**src/prr_pkg.sv**
```systemverilog
// Shared constants and types for the pixel row/column readout block
package prr_pkg;
   localparam int ADDR_W = 10;
   localparam int CODE_W = 10;
   localparam logic [9:0] CODE_ALL_ONES = 10'h3FF;
   // Clock and converter timing
   localparam int CLK_MHZ = 40;
   localparam int ADC_VALID_NS = 20;
   localparam int ADC_VALID_RAW = (ADC_VALID_NS * CLK_MHZ) / 1000;
   localparam int ADC_VALID_CYC = (ADC_VALID_RAW < 1) ? 1 : ADC_VALID_RAW;
   localparam logic [2:0] ADC_CNT_LOAD = 3'(ADC_VALID_CYC);
   // Avalon register byte offsets
   localparam logic [4:0] OFF_CTRL = 5'h00;
   localparam logic [4:0] OFF_STATUS = 5'h04;
   localparam logic [4:0] OFF_ROW = 5'h08;
   localparam logic [4:0] OFF_COL = 5'h0C;
   localparam logic [4:0] OFF_CODE = 5'h10;
   localparam logic [4:0] OFF_ROWCNT = 5'h14;
   // Field positions
   localparam int CTRL_DS_EN = 0;
   localparam int ST_ROW_ACTIVE = 0;
   localparam int ST_PHASE_LO = 1;
   localparam int ST_PHASE_HI = 2;
   localparam int ST_COL_VALID = 3;
   localparam int ST_OUT_VALID = 4;
   localparam int ST_OUT_DIS = 5;
   // Reset values
   localparam logic CTRL_DS_EN_RST = 1'b0;
   localparam logic [9:0] ADDR_RST = 10'h000;
   localparam logic [15:0] ROWCNT_RST = 16'h0000;
   // Synchronised controller pins
   typedef struct packed {
      logic row_stb;
      logic col_stb;
      logic sig_smp;
      logic rst_smp;
      logic row_rst;
      logic ds_rst;
      logic cal;
      logic col_clk;
      logic adc_clk;
      logic inv_sel;
      logic out_dis;
   } prr_ctl_t;
   localparam int CTL_W = 11;
   localparam int SYNC_W = CTL_W + ADDR_W;
   // Drive towards the pixel array and column amplifiers
   typedef struct packed {
      logic [9:0] row;
      logic active;
      logic reset;
      logic ds_reset;
      logic sig_hold;
      logic rst_hold;
      logic cal;
   } prr_array_t;
   localparam prr_array_t ARRAY_RST = '{row: 10'h000, default: 1'b0};
   // Row sequence phase, Gray along the path
   typedef enum logic [1:0] {
      PH_IDLE = 2'b00,
      PH_SEL = 2'b01,
      PH_SIG = 2'b11,
      PH_DONE = 2'b10
   } prr_phase_t;
endpackage : prr_pkg

```
**src/prr_sync.sv**
```systemverilog
// Two-flop synchroniser bank for controller pins
`timescale 1ns/1ps
module prr_sync #(
   parameter int W = 1
) (
   input wire logic CLK,
   input wire logic RST_N,
   input wire logic [W-1:0] D,
   output logic [W-1:0] Q
);
   logic [W-1:0] meta_q;
   always_ff @(posedge CLK) begin
      if (!RST_N) begin
         meta_q <= '0;
         Q <= '0;
      end else begin
         meta_q <= D;
         Q <= meta_q;
      end
   end
endmodule : prr_sync

```
**src/prr_readout.sv**
```systemverilog
// Row and column readout sequencer with converter output and Avalon status
// Functional notes
// Row address strobe latches shared address into the row decoder.
// Controller may present next address right after row latch.
// Latched row is selected and drives the column amplifiers.
// Signal sample, then row reset, then reset-level sample.
// After sampling, controller reads the row and may reset another.
// At least 3.6 us from row select to signal sample fall.
// Each sample pulse lasts at least 0.4 us.
// Row reset rises no earlier than signal sample fall.
// Row reset pulse lasts at least 200 ns.
// At least 1.6 us from row reset fall to reset sample fall.
// Row reset rises no earlier than row strobe fall.
// Row address held some time after row reset falls.
// Calibration pulse at least 100 ns after signal sample rises.
// Calibration pulse lasts at least 100 ns.
// Calibration pulse given once per frame.
// Column address latched on column strobe rising edge.
// Column shift clock loads column register and drives subtraction.
// First addressed pixel appears on third shift clock rising edge.
// Conversion starts on converter clock fall, data valid 20 ns later.
// Column shift clock runs whenever the sensor is powered.
// Inversion select low inverts the code; high passes it.
// Output disable high floats data pins; low drives them.
// Address bus line 0 is the most significant bit.
// Dual slope reset unused unless dual slope is wanted.
// Column readout starts after reset-level sample ends.
`timescale 1ns/1ps
module prr_readout (
   input wire logic CLK,
   input wire logic RST_N,
   input wire logic [0:9] ADDR,
   input wire logic ROW_ADDRESS_STROBE,
   input wire logic COLUMN_ADDRESS_STROBE,
   input wire logic SIG_SAMPLE,
   input wire logic RST_SAMPLE,
   input wire logic ROW_RESET,
   input wire logic DUAL_SLOPE_RESET,
   input wire logic CAL_PULSE,
   input wire logic COL_SHIFT_CLK,
   input wire logic ADC_CLK,
   input wire logic CODE_INVERSION_SELECT,
   input wire logic OUTPUT_DISABLE,
   input wire logic [9:0] AMP_LEVEL,
   input wire logic [4:0] AVS_ADDRESS,
   input wire logic AVS_READ,
   input wire logic AVS_WRITE,
   input wire logic [31:0] AVS_WRITEDATA,
   input wire logic [3:0] AVS_BYTEENABLE,
   output logic [31:0] AVS_READDATA,
   output logic AVS_WAITREQUEST,
   output prr_pkg::prr_array_t ARRAY_O,
   output logic [9:0] COL_SELECT,
   output logic COL_SELECT_VALID,
   output logic [9:0] ANALOG_OUT,
   output logic [9:0] PIX_CODE_O,
   output logic PIX_CODE_OE
);
   localparam int ADC_DLY = prr_pkg::ADC_VALID_CYC;

   // Pin synchronisation, address line 0 lands in the top bit
   wire [prr_pkg::SYNC_W-1:0] pins_raw;
   logic [prr_pkg::SYNC_W-1:0] pins_s;
   assign pins_raw = {ROW_ADDRESS_STROBE, COLUMN_ADDRESS_STROBE, SIG_SAMPLE, RST_SAMPLE,
      ROW_RESET, DUAL_SLOPE_RESET, CAL_PULSE, COL_SHIFT_CLK, ADC_CLK,
      CODE_INVERSION_SELECT, OUTPUT_DISABLE, ADDR};

   prr_sync #(.W(prr_pkg::SYNC_W)) u_sync (
      .CLK(CLK),
      .RST_N(RST_N),
      .D(pins_raw),
      .Q(pins_s)
   );

   prr_pkg::prr_ctl_t ctl;
   prr_pkg::prr_ctl_t ctl_prev_q;
   wire [9:0] addr_s;
   assign ctl = pins_s[prr_pkg::SYNC_W-1:prr_pkg::ADDR_W];
   assign addr_s = pins_s[prr_pkg::ADDR_W-1:0];

   always_ff @(posedge CLK) begin
      if (!RST_N) begin
         ctl_prev_q <= '0;
      end else begin
         ctl_prev_q <= ctl;
      end
   end

   // Edge events
   wire row_cap = ctl.row_stb & ~ctl_prev_q.row_stb;
   wire col_cap = ctl.col_stb & ~ctl_prev_q.col_stb;
   wire sig_fall = ~ctl.sig_smp & ctl_prev_q.sig_smp;
   wire rst_fall = ~ctl.rst_smp & ctl_prev_q.rst_smp;
   wire shift_rise = ctl.col_clk & ~ctl_prev_q.col_clk;
   wire adc_fall = ~ctl.adc_clk & ctl_prev_q.adc_clk;
   wire inv_s = ctl.inv_sel;

   // Software control
   logic ds_en_q;
   logic [15:0] rowcnt_q;

   // Row decoder and sample sequence
   logic [9:0] row_q;
   logic row_active_q;
   prr_pkg::prr_phase_t ph_q;
   prr_pkg::prr_phase_t ph_d;
   prr_pkg::prr_array_t array_q;
   prr_pkg::prr_array_t array_d;
   wire rst_hold = rst_fall & (ph_q == prr_pkg::PH_SIG);

   always_ff @(posedge CLK) begin
      if (!RST_N) begin
         row_q <= prr_pkg::ADDR_RST;
         row_active_q <= 1'b0;
         rowcnt_q <= prr_pkg::ROWCNT_RST;
      end else if (row_cap) begin
         row_q <= addr_s;
         row_active_q <= 1'b1;
         rowcnt_q <= rowcnt_q + 16'h0001;
      end
   end

   always_comb begin
      ph_d = ph_q;
      unique case (ph_q)
         prr_pkg::PH_IDLE: ph_d = ph_q;
         prr_pkg::PH_SEL: if (sig_fall) ph_d = prr_pkg::PH_SIG;
         prr_pkg::PH_SIG: if (rst_fall) ph_d = prr_pkg::PH_DONE;
         prr_pkg::PH_DONE: ph_d = ph_q;
      endcase
      if (row_cap) begin
         ph_d = prr_pkg::PH_SEL;
      end
   end

   always_comb begin
      array_d.row = row_q;
      array_d.active = row_active_q;
      array_d.reset = ctl.row_rst;
      array_d.ds_reset = ctl.ds_rst & ds_en_q;
      array_d.sig_hold = sig_fall & (ph_q == prr_pkg::PH_SEL);
      array_d.rst_hold = rst_hold;
      array_d.cal = ctl.cal;
   end

   always_ff @(posedge CLK) begin
      if (!RST_N) begin
         ph_q <= prr_pkg::PH_IDLE;
         array_q <= prr_pkg::ARRAY_RST;
      end else begin
         ph_q <= ph_d;
         array_q <= array_d;
      end
   end
   assign ARRAY_O = array_q;

   // Column latch and three-stage shift pipeline
   logic [9:0] col_addr_q;
   logic col_loaded_q;
   logic [9:0] col_reg_q;
   logic col_reg_valid_q;
   logic [9:0] amp_q;
   logic amp_valid_q;
   logic [9:0] out_q;
   logic out_valid_q;

   always_ff @(posedge CLK) begin
      if (!RST_N) begin
         col_addr_q <= prr_pkg::ADDR_RST;
         col_loaded_q <= 1'b0;
      end else if (col_cap) begin
         col_addr_q <= addr_s;
         col_loaded_q <= 1'b1;
      end
   end

   always_ff @(posedge CLK) begin
      if (!RST_N) begin
         col_reg_q <= prr_pkg::ADDR_RST;
         col_reg_valid_q <= 1'b0;
         amp_q <= '0;
         amp_valid_q <= 1'b0;
         out_q <= '0;
         out_valid_q <= 1'b0;
      end else if (shift_rise) begin
         col_reg_q <= col_addr_q;
         col_reg_valid_q <= col_loaded_q;
         amp_q <= AMP_LEVEL;
         amp_valid_q <= col_reg_valid_q;
         out_q <= amp_q;
         out_valid_q <= amp_valid_q;
      end
   end
   assign COL_SELECT = col_reg_q;
   assign COL_SELECT_VALID = col_reg_valid_q;
   assign ANALOG_OUT = out_q;

   // Converter: sample on clock fall, publish after the valid delay
   logic [9:0] smp_q;
   logic [2:0] adc_cnt_q;
   logic [9:0] code_q;
   wire adc_done = (adc_cnt_q == 3'h1);
   wire [9:0] code_d = inv_s ? smp_q : ~smp_q;

   always_ff @(posedge CLK) begin
      if (!RST_N) begin
         smp_q <= '0;
         adc_cnt_q <= 3'h0;
         code_q <= prr_pkg::CODE_ALL_ONES;
      end else begin
         if (adc_fall) begin
            smp_q <= out_q;
            adc_cnt_q <= prr_pkg::ADC_CNT_LOAD;
         end else if (adc_cnt_q != 3'h0) begin
            adc_cnt_q <= adc_cnt_q - 3'h1;
         end
         if (adc_done) begin
            code_q <= code_d;
         end
      end
   end
   assign PIX_CODE_O = code_q;
   assign PIX_CODE_OE = ~ctl.out_dis;

   // Avalon slave, one wait state per access
   logic ack_q;
   logic [31:0] rdata_q;
   wire req = AVS_READ | AVS_WRITE;
   wire [31:0] status_w = {26'h0, ctl.out_dis, out_valid_q, col_loaded_q, ph_q,
      row_active_q};
   logic [31:0] rd_mux;

   always_comb begin
      unique case (AVS_ADDRESS)
         prr_pkg::OFF_CTRL: rd_mux = {31'h0, ds_en_q};
         prr_pkg::OFF_STATUS: rd_mux = status_w;
         prr_pkg::OFF_ROW: rd_mux = {22'h0, row_q};
         prr_pkg::OFF_COL: rd_mux = {22'h0, col_addr_q};
         prr_pkg::OFF_CODE: rd_mux = {22'h0, code_q};
         prr_pkg::OFF_ROWCNT: rd_mux = {16'h0, rowcnt_q};
         default: rd_mux = 32'h0;
      endcase
   end

   wire ctrl_wr = AVS_WRITE & ack_q & (AVS_ADDRESS == prr_pkg::OFF_CTRL) & AVS_BYTEENABLE[0];
   assign AVS_WAITREQUEST = req & ~ack_q;
   assign AVS_READDATA = rdata_q;

   always_ff @(posedge CLK) begin
      if (!RST_N) begin
         ack_q <= 1'b0;
         rdata_q <= 32'h0;
         ds_en_q <= prr_pkg::CTRL_DS_EN_RST;
      end else begin
         ack_q <= req & ~ack_q;
         if (AVS_READ & ~ack_q) begin
            rdata_q <= rd_mux;
         end
         if (ctrl_wr) begin
            ds_en_q <= AVS_WRITEDATA[prr_pkg::CTRL_DS_EN];
         end
      end
   end
endmodule : prr_readout

```
**config.mk**
```make
export PLATFORM = sky130hd
export DESIGN_NAME = prr_readout
export DESIGN_NICKNAME = d
export VERILOG_FILES = /design/src/prr_pkg.sv /design/src/prr_sync.sv /design/src/prr_readout.sv
export SDC_FILE = /design/constraint.sdc
export NUM_CORES = 1
export LEC_CHECK = 0
export BUFFER_PORTS_ARGS = -buffer_cell sky130_fd_sc_hd__buf_2
export CORE_ASPECT_RATIO = 0.5
export CORE_UTILIZATION = 45
export DETAILED_ROUTE_END_ITERATION = 6
export HOLD_SLACK_MARGIN = 0.08
export PLACE_DENSITY_LB_ADDON = 0.12
export SETUP_SLACK_MARGIN = 0.02
export SYNTH_ARGS = -nofsm -noshare
export SYNTH_HDL_FRONTEND = slang
export SYNTH_SLANG_ARGS = --single-unit
```
**constraint.sdc**
```tcl
create_clock -name CLK -period 3 [get_ports CLK]
set_clock_uncertainty 0.15 [all_clocks]
set_input_delay 0.45 -clock CLK [delete_from_list [all_inputs] [get_ports CLK]]
set_output_delay 0.45 -clock CLK [all_outputs]
set_load 0.005 [all_outputs]
```
# Word level (Yosys, flattened, before mapping)
# Cells that the tools add are included.
# W data, S select, Z words.
dict set report totals {
  reg_bits 194
  in_bits 76
  word_cells 94
}
dict set report op_classes {
  add_sub_neg 2
  n_eq_ne 14
  n_mux 8
  bitwise_logic 26
  reduce_logical 9
}
# op count
set op_table {}
lappend op_table {{$pmux W16 S6} 1}
lappend op_table {{$add A16 B1 Y16 const B} 1}
lappend op_table {{$and A1 B1 Y1} 14}
lappend op_table {{$eq A5 B4 Y1 const B} 2}
lappend op_table {{$eq A5 B5 Y1 const B} 2}
lappend op_table {{$mux W10} 1}
lappend op_table {{$not A1 Y1} 10}
lappend op_table {{$not A10 Y10} 1}
lappend op_table {{$ne A3 B3 Y1 const B} 2}
lappend op_table {{$reduce_and A3 Y1} 2}
lappend op_table {{$reduce_or A2 Y1} 3}
lappend op_table {{$eq A5 B3 Y1 const B} 1}
lappend op_table {{$logic_not A5 Y1} 1}
lappend op_table {{$eq A2 B2 Y1 const B} 2}
lappend op_table {{$mux W2} 2}
lappend op_table {{$ne A2 B2 Y1 const B} 2}
lappend op_table {{$pmux W2 S2} 1}
lappend op_table {{$eq A3 B1 Y1 const B} 1}
lappend op_table {{$mux W1} 3}
lappend op_table {{$reduce_bool A3 Y1} 1}
lappend op_table {{$sub A3 B1 Y3 const B} 1}
lappend op_table {{$eq A2 B1 Y1 const B} 1}
lappend op_table {{$logic_not A2 Y1} 1}
lappend op_table {{$ne A2 B1 Y1 const B} 1}
lappend op_table {{2 further kinds} 2}

# Logic depth before layout (Yosys ltp)
dict set report logic_depth {
  word_depth 5
  mapped_depth 6
  depth_no_buf 5
}

# Cells and area by module
# Synthesis repeated with hierarchy kept, for this count alone.
dict set report unflattened {
  cells_unflattened 700
  area_unflattened_um2 6545.0
}
# mod n_inst cells_per_inst area_per_inst_um2
set by_module_without_submodules {}
lappend by_module_without_submodules {prr_readout 1 612 5368.9}
lappend by_module_without_submodules {prr_sync 1 88 1176.1}

# Least setup slack after synthesis
# Ideal clock, no wire load.
dict set report synth_path {
  path_type {input -> register}
  startpoint {input AVS_ADDRESS[1]}
  endpoint {register rdata_q[4] (netlist: AVS_READDATA[4])}
  setup_time_ns 0.067
  arrival_time_ns 1.434
  path_slack_ns 1.349
  cell_stages 5
  path_buffers 1
  cell_sequence {or4b_1 -> buf_6 -> o22ai_1 -> a21oi_1 -> o21ai_2}
}
dict set report synth_between {
  elab_chain_len 2
  word_cells_on_any_way 7
  cone_classes {eq/ne: 5; mux: 1; reduce/logical: 1}
}
# item line_no
set synth_lines {}
lappend synth_lines {{from (decl)} prr_readout.sv:45} ;# input wire logic [4:0] AVS_ADDRESS,
lappend synth_lines {{$eq A5 B5 Y1, or another cell as far along} prr_readout.sv:234} ;# unique case (AVS_ADDRESS)
lappend synth_lines {{$pmux W16 S6 *} prr_readout.sv:234}
lappend synth_lines {{to (signal assigned)} prr_readout.sv:257} ;# rdata_q <= rd_mux;
lappend synth_lines {{to (decl)} prr_readout.sv:227} ;# logic [31:0] rdata_q;
# Mark *: on every way between the ends. The rest lies on a longest branch, timed or not.
# A chain may end at the register's enable or synchronous reset.

# Final worst setup path
dict set report layout_path {
  startpoint {register ack_q}
  endpoint {register rdata_q[8] (netlist: AVS_READDATA[8])}
}
dict set report layout_between {
  elab_chain_len 2
}
# item line_no
set layout_lines {}
lappend layout_lines {{from (decl)} prr_readout.sv:226} ;# logic ack_q;
lappend layout_lines {{from (signal assigned)} prr_readout.sv:255} ;# ack_q <= req & ~ack_q;
lappend layout_lines {{$not A1 Y1} prr_readout.sv:256} ;# if (AVS_READ & ~ack_q) begin
lappend layout_lines {{$and A1 B1 Y1} prr_readout.sv:256}
# No other way between the ends.

==> flow_metrics.env <==
export IMPL_place_hpwl_microns=10160
export IMPL_cts_root_buffer="clkbuf_16"
export IMPL_grt_max_degree=94
export IMPL_area_growth_synth_to_final_pct=19.84
export IMPL_slew_viol_final=0
export IMPL_antenna_left=0
export IMPL_grt_pass1_wl_microns=23690
export IMPL_critPathLaunchType="flop"
export IMPL_rsz0062_at_grt="false"
export IMPL_core_sq_um=13850
export IMPL_drt_wl_total_microns=14550
export IMPL_ios=157
export IMPL_grt_ovfl_total=0
export IMPL_syn_area_sq_um=6545
export IMPL_fillers=1289
export IMPL_path_clk_slew_ns=0.07
export IMPL_max_cap_violations=0
export IMPL_design_area_sq_um=7844
export IMPL_register_area_sq_um=3563
export IMPL_worstPathArrival_ns=2.01
export IMPL_cp_required_ns=3.20
export IMPL_endpoint_kind="flop"
export IMPL_drcViolationCount=0
export IMPL_die_height_microns=87.28
export IMPL_vias_per_cell=4.830
export IMPL_vias=4975
export IMPL_grt_pass1_vias=4594
export IMPL_multi_input_area_sq_um=2684
export IMPL_tightest_slew_ns=0.8011
export IMPL_drt_iter0_drc=362
export IMPL_cts_resized=0
export IMPL_cts_tree="yes"
export IMPL_pwr_density_cell_nw_per_um2=656.2
export IMPL_place_area_sq_um=7106
export IMPL_firstDrtPassIters=4
export IMPL_period_share_pct=60.24
export IMPL_die_w_microns=172.6
export IMPL_layout_drive_gt1_share_pct=18.02
export IMPL_synth_cells=722
export IMPL_post_route_min_period_ns=1.807
export IMPL_nNetsFinal=905
export IMPL_worstSetupPathType="flop to flop"
export IMPL_antenna_found_initial=0
export IMPL_holdWs_ns=0.09417
export IMPL_grtUsageTotal_pct=20.28
export IMPL_clock_sinks=178
export IMPL_setup_viol=0
export IMPL_htreeDepth=4
export IMPL_cts_buffers=17
export IMPL_hold_viol_final=0
export IMPL_finish_utilization_pct=56.63
export IMPL_syn_avg_cell_area_sq_um=9.065
export IMPL_dp_slack_ns=0.9273
export IMPL_port_buffers=106
export IMPL_mostFrequentLayoutCells="178 x dfxtp_1, 155 x nand2_1, 106 x buf_2"
export IMPL_slew_headroom_pct=46.48
export IMPL_synth_distinct_cells=44
export IMPL_setup_tns_ns=0
export IMPL_fmaxAchievable_ghz=0.5534
export IMPL_clk_latency_ns=0.43
export IMPL_synth_seq_cells=178
export IMPL_ir_drop_mv=0.3834
export IMPL_fp_row_count=30
export IMPL_final_common_cell="dfxtp_1"
export IMPL_clk_path_buf_depth=2
export IMPL_gp_congestion=0.8267
export IMPL_status="finished clean"
export IMPL_ys_seq_area_share_pct=54.44
export IMPL_fin_ws_ns=1.193
export IMPL_path_max_fanout=10
export IMPL_hold_class="primary input to flop"
export IMPL_initial_core_util_pct=47.25
export IMPL_die_area_sq_um=15060
export IMPL_n_antenna_cell=0
export IMPL_p_leak_nw=3.247
export IMPL_ys_warn_count=0
export IMPL_detail_route_wl_per_cell_microns=14.13
worst max-delay path: stages (launching register included):
cell,delay (ns)
dfxtp_1,0.34
nor2b_1,0.50
and2_1,0.35
nand3_1,0.19
o21ai_0,0.20
final timing paths:
path	startpoint	to	slack, ns	cells after the start
max	ack_q	AVS_READDATA[8]	1.19	4
min	ADDR[0]	u_sync.meta_q[9]	0.09	2
min reg2reg	u_sync.meta_q[6]	u_sync.Q[6]	0.28	1
max reg2reg	ack_q	AVS_READDATA[8]	1.19	4
cells by family after synthesis:
kind of cell               Yosys count  synth area share, %
xor gates and xnor gates            23                3.078
and+or+nand+nor                    309                23.07
DFF                                178                54.44
other                                1              0.05730
AOI/OAI and AO/OA                  125                10.84
buffers and inverters               67                5.448
muxes                               15                2.294
adders and majority gates            4               0.7647
layout make-up:
type	instances	share of cell area (%)
Sequential cell	178	45.43
Multi-Input combinational cell	492	34.22
Timing Repair Buffer	130	9.762
Clock buffer	17	5.424
Tap cell	192	3.063
Clock inverter	15	1.818
Inverter	6	0.2871
through the flow:
stage | power [W] | std cells
final | 0.005147 | 1030
after global routing | 0.005372 | 1030
after CTS | 0.005191 | 1030
after detailed placement | 0.003065 | 981
after global placement | 0.003047 | 981
after floorplan | 0.002912 | 737
per-layer routing:
| metal | up-vias | track usage (%) | share of wire, % |
|---|---|---|---|
| met5 | - | 0 | 0 |
| met4 | 0 | 6.088 | 0.95 |
| met3 | 12 | 6.326 | 7.0 |
| met2 | 144 | 28.85 | 40 |
| met1 | 2266 | 29.04 | 52 |
| li1 | 2553 | - | - |
synth_stat cells, drive strengths merged:
master / n / area [sq um]
a211oi: 6 / 45.04
a21oi: 76 / 380.4
a22oi: 8 / 60.06
a31oi: 1 / 6.260
and2: 65 / 406.6
and2b: 1 / 7.510
and3: 3 / 18.77
and4: 2 / 17.52
and4b: 2 / 20.02
buf: 27 / 206.4
clkbuf: 34 / 127.6
conb: 1 / 3.750
dfxtp: 178 / 3563
ha: 4 / 50.05
inv: 6 / 22.52
mux2i: 15 / 150.1
nand2: 155 / 581.8
nand2b: 8 / 50.05
nand3: 15 / 75.07
nand3b: 1 / 7.510
nand4: 6 / 52.55
nand4b: 1 / 8.760
nor2: 32 / 138.9
nor2b: 6 / 37.54
nor3: 2 / 10.01
nor3b: 3 / 22.52
nor4b: 1 / 8.760
o211ai: 10 / 75.07
o21a: 4 / 30.03
o21ai: 13 / 68.82
o22ai: 7 / 43.79
or2: 1 / 6.260
or3: 2 / 12.51
or4: 1 / 7.510
or4b: 2 / 20.02
xnor2: 2 / 17.52
xor2: 21 / 183.9
timing repair:
action / in CTS / in global routing
buffers inserted: 0 / 0
hold buffers: 17 / 0
hold endpoints to repair: 17 / 0
endpoints found under the setup margin: 0 / 0
power by group:
part / leakage (nW) / switching [W] / internal (W)
registers: 1.45 / 0.0000826 / 0.00247
logic: 1.54 / 0.000261 / 0.000206
clock network: 0.264 / 0.00102 / 0.00110
total: 3.25 / 0.00136 / 0.00378
flip-flops by register name, indices dropped and copies added (netlist names), 16 cells and up:
register,count
u_sync.Q,21
AVS_READDATA,16
rowcnt_q,16
u_sync.meta_q,21
ARRAY_O,16
Note: power is estimated with default switching activity, not from simulation.
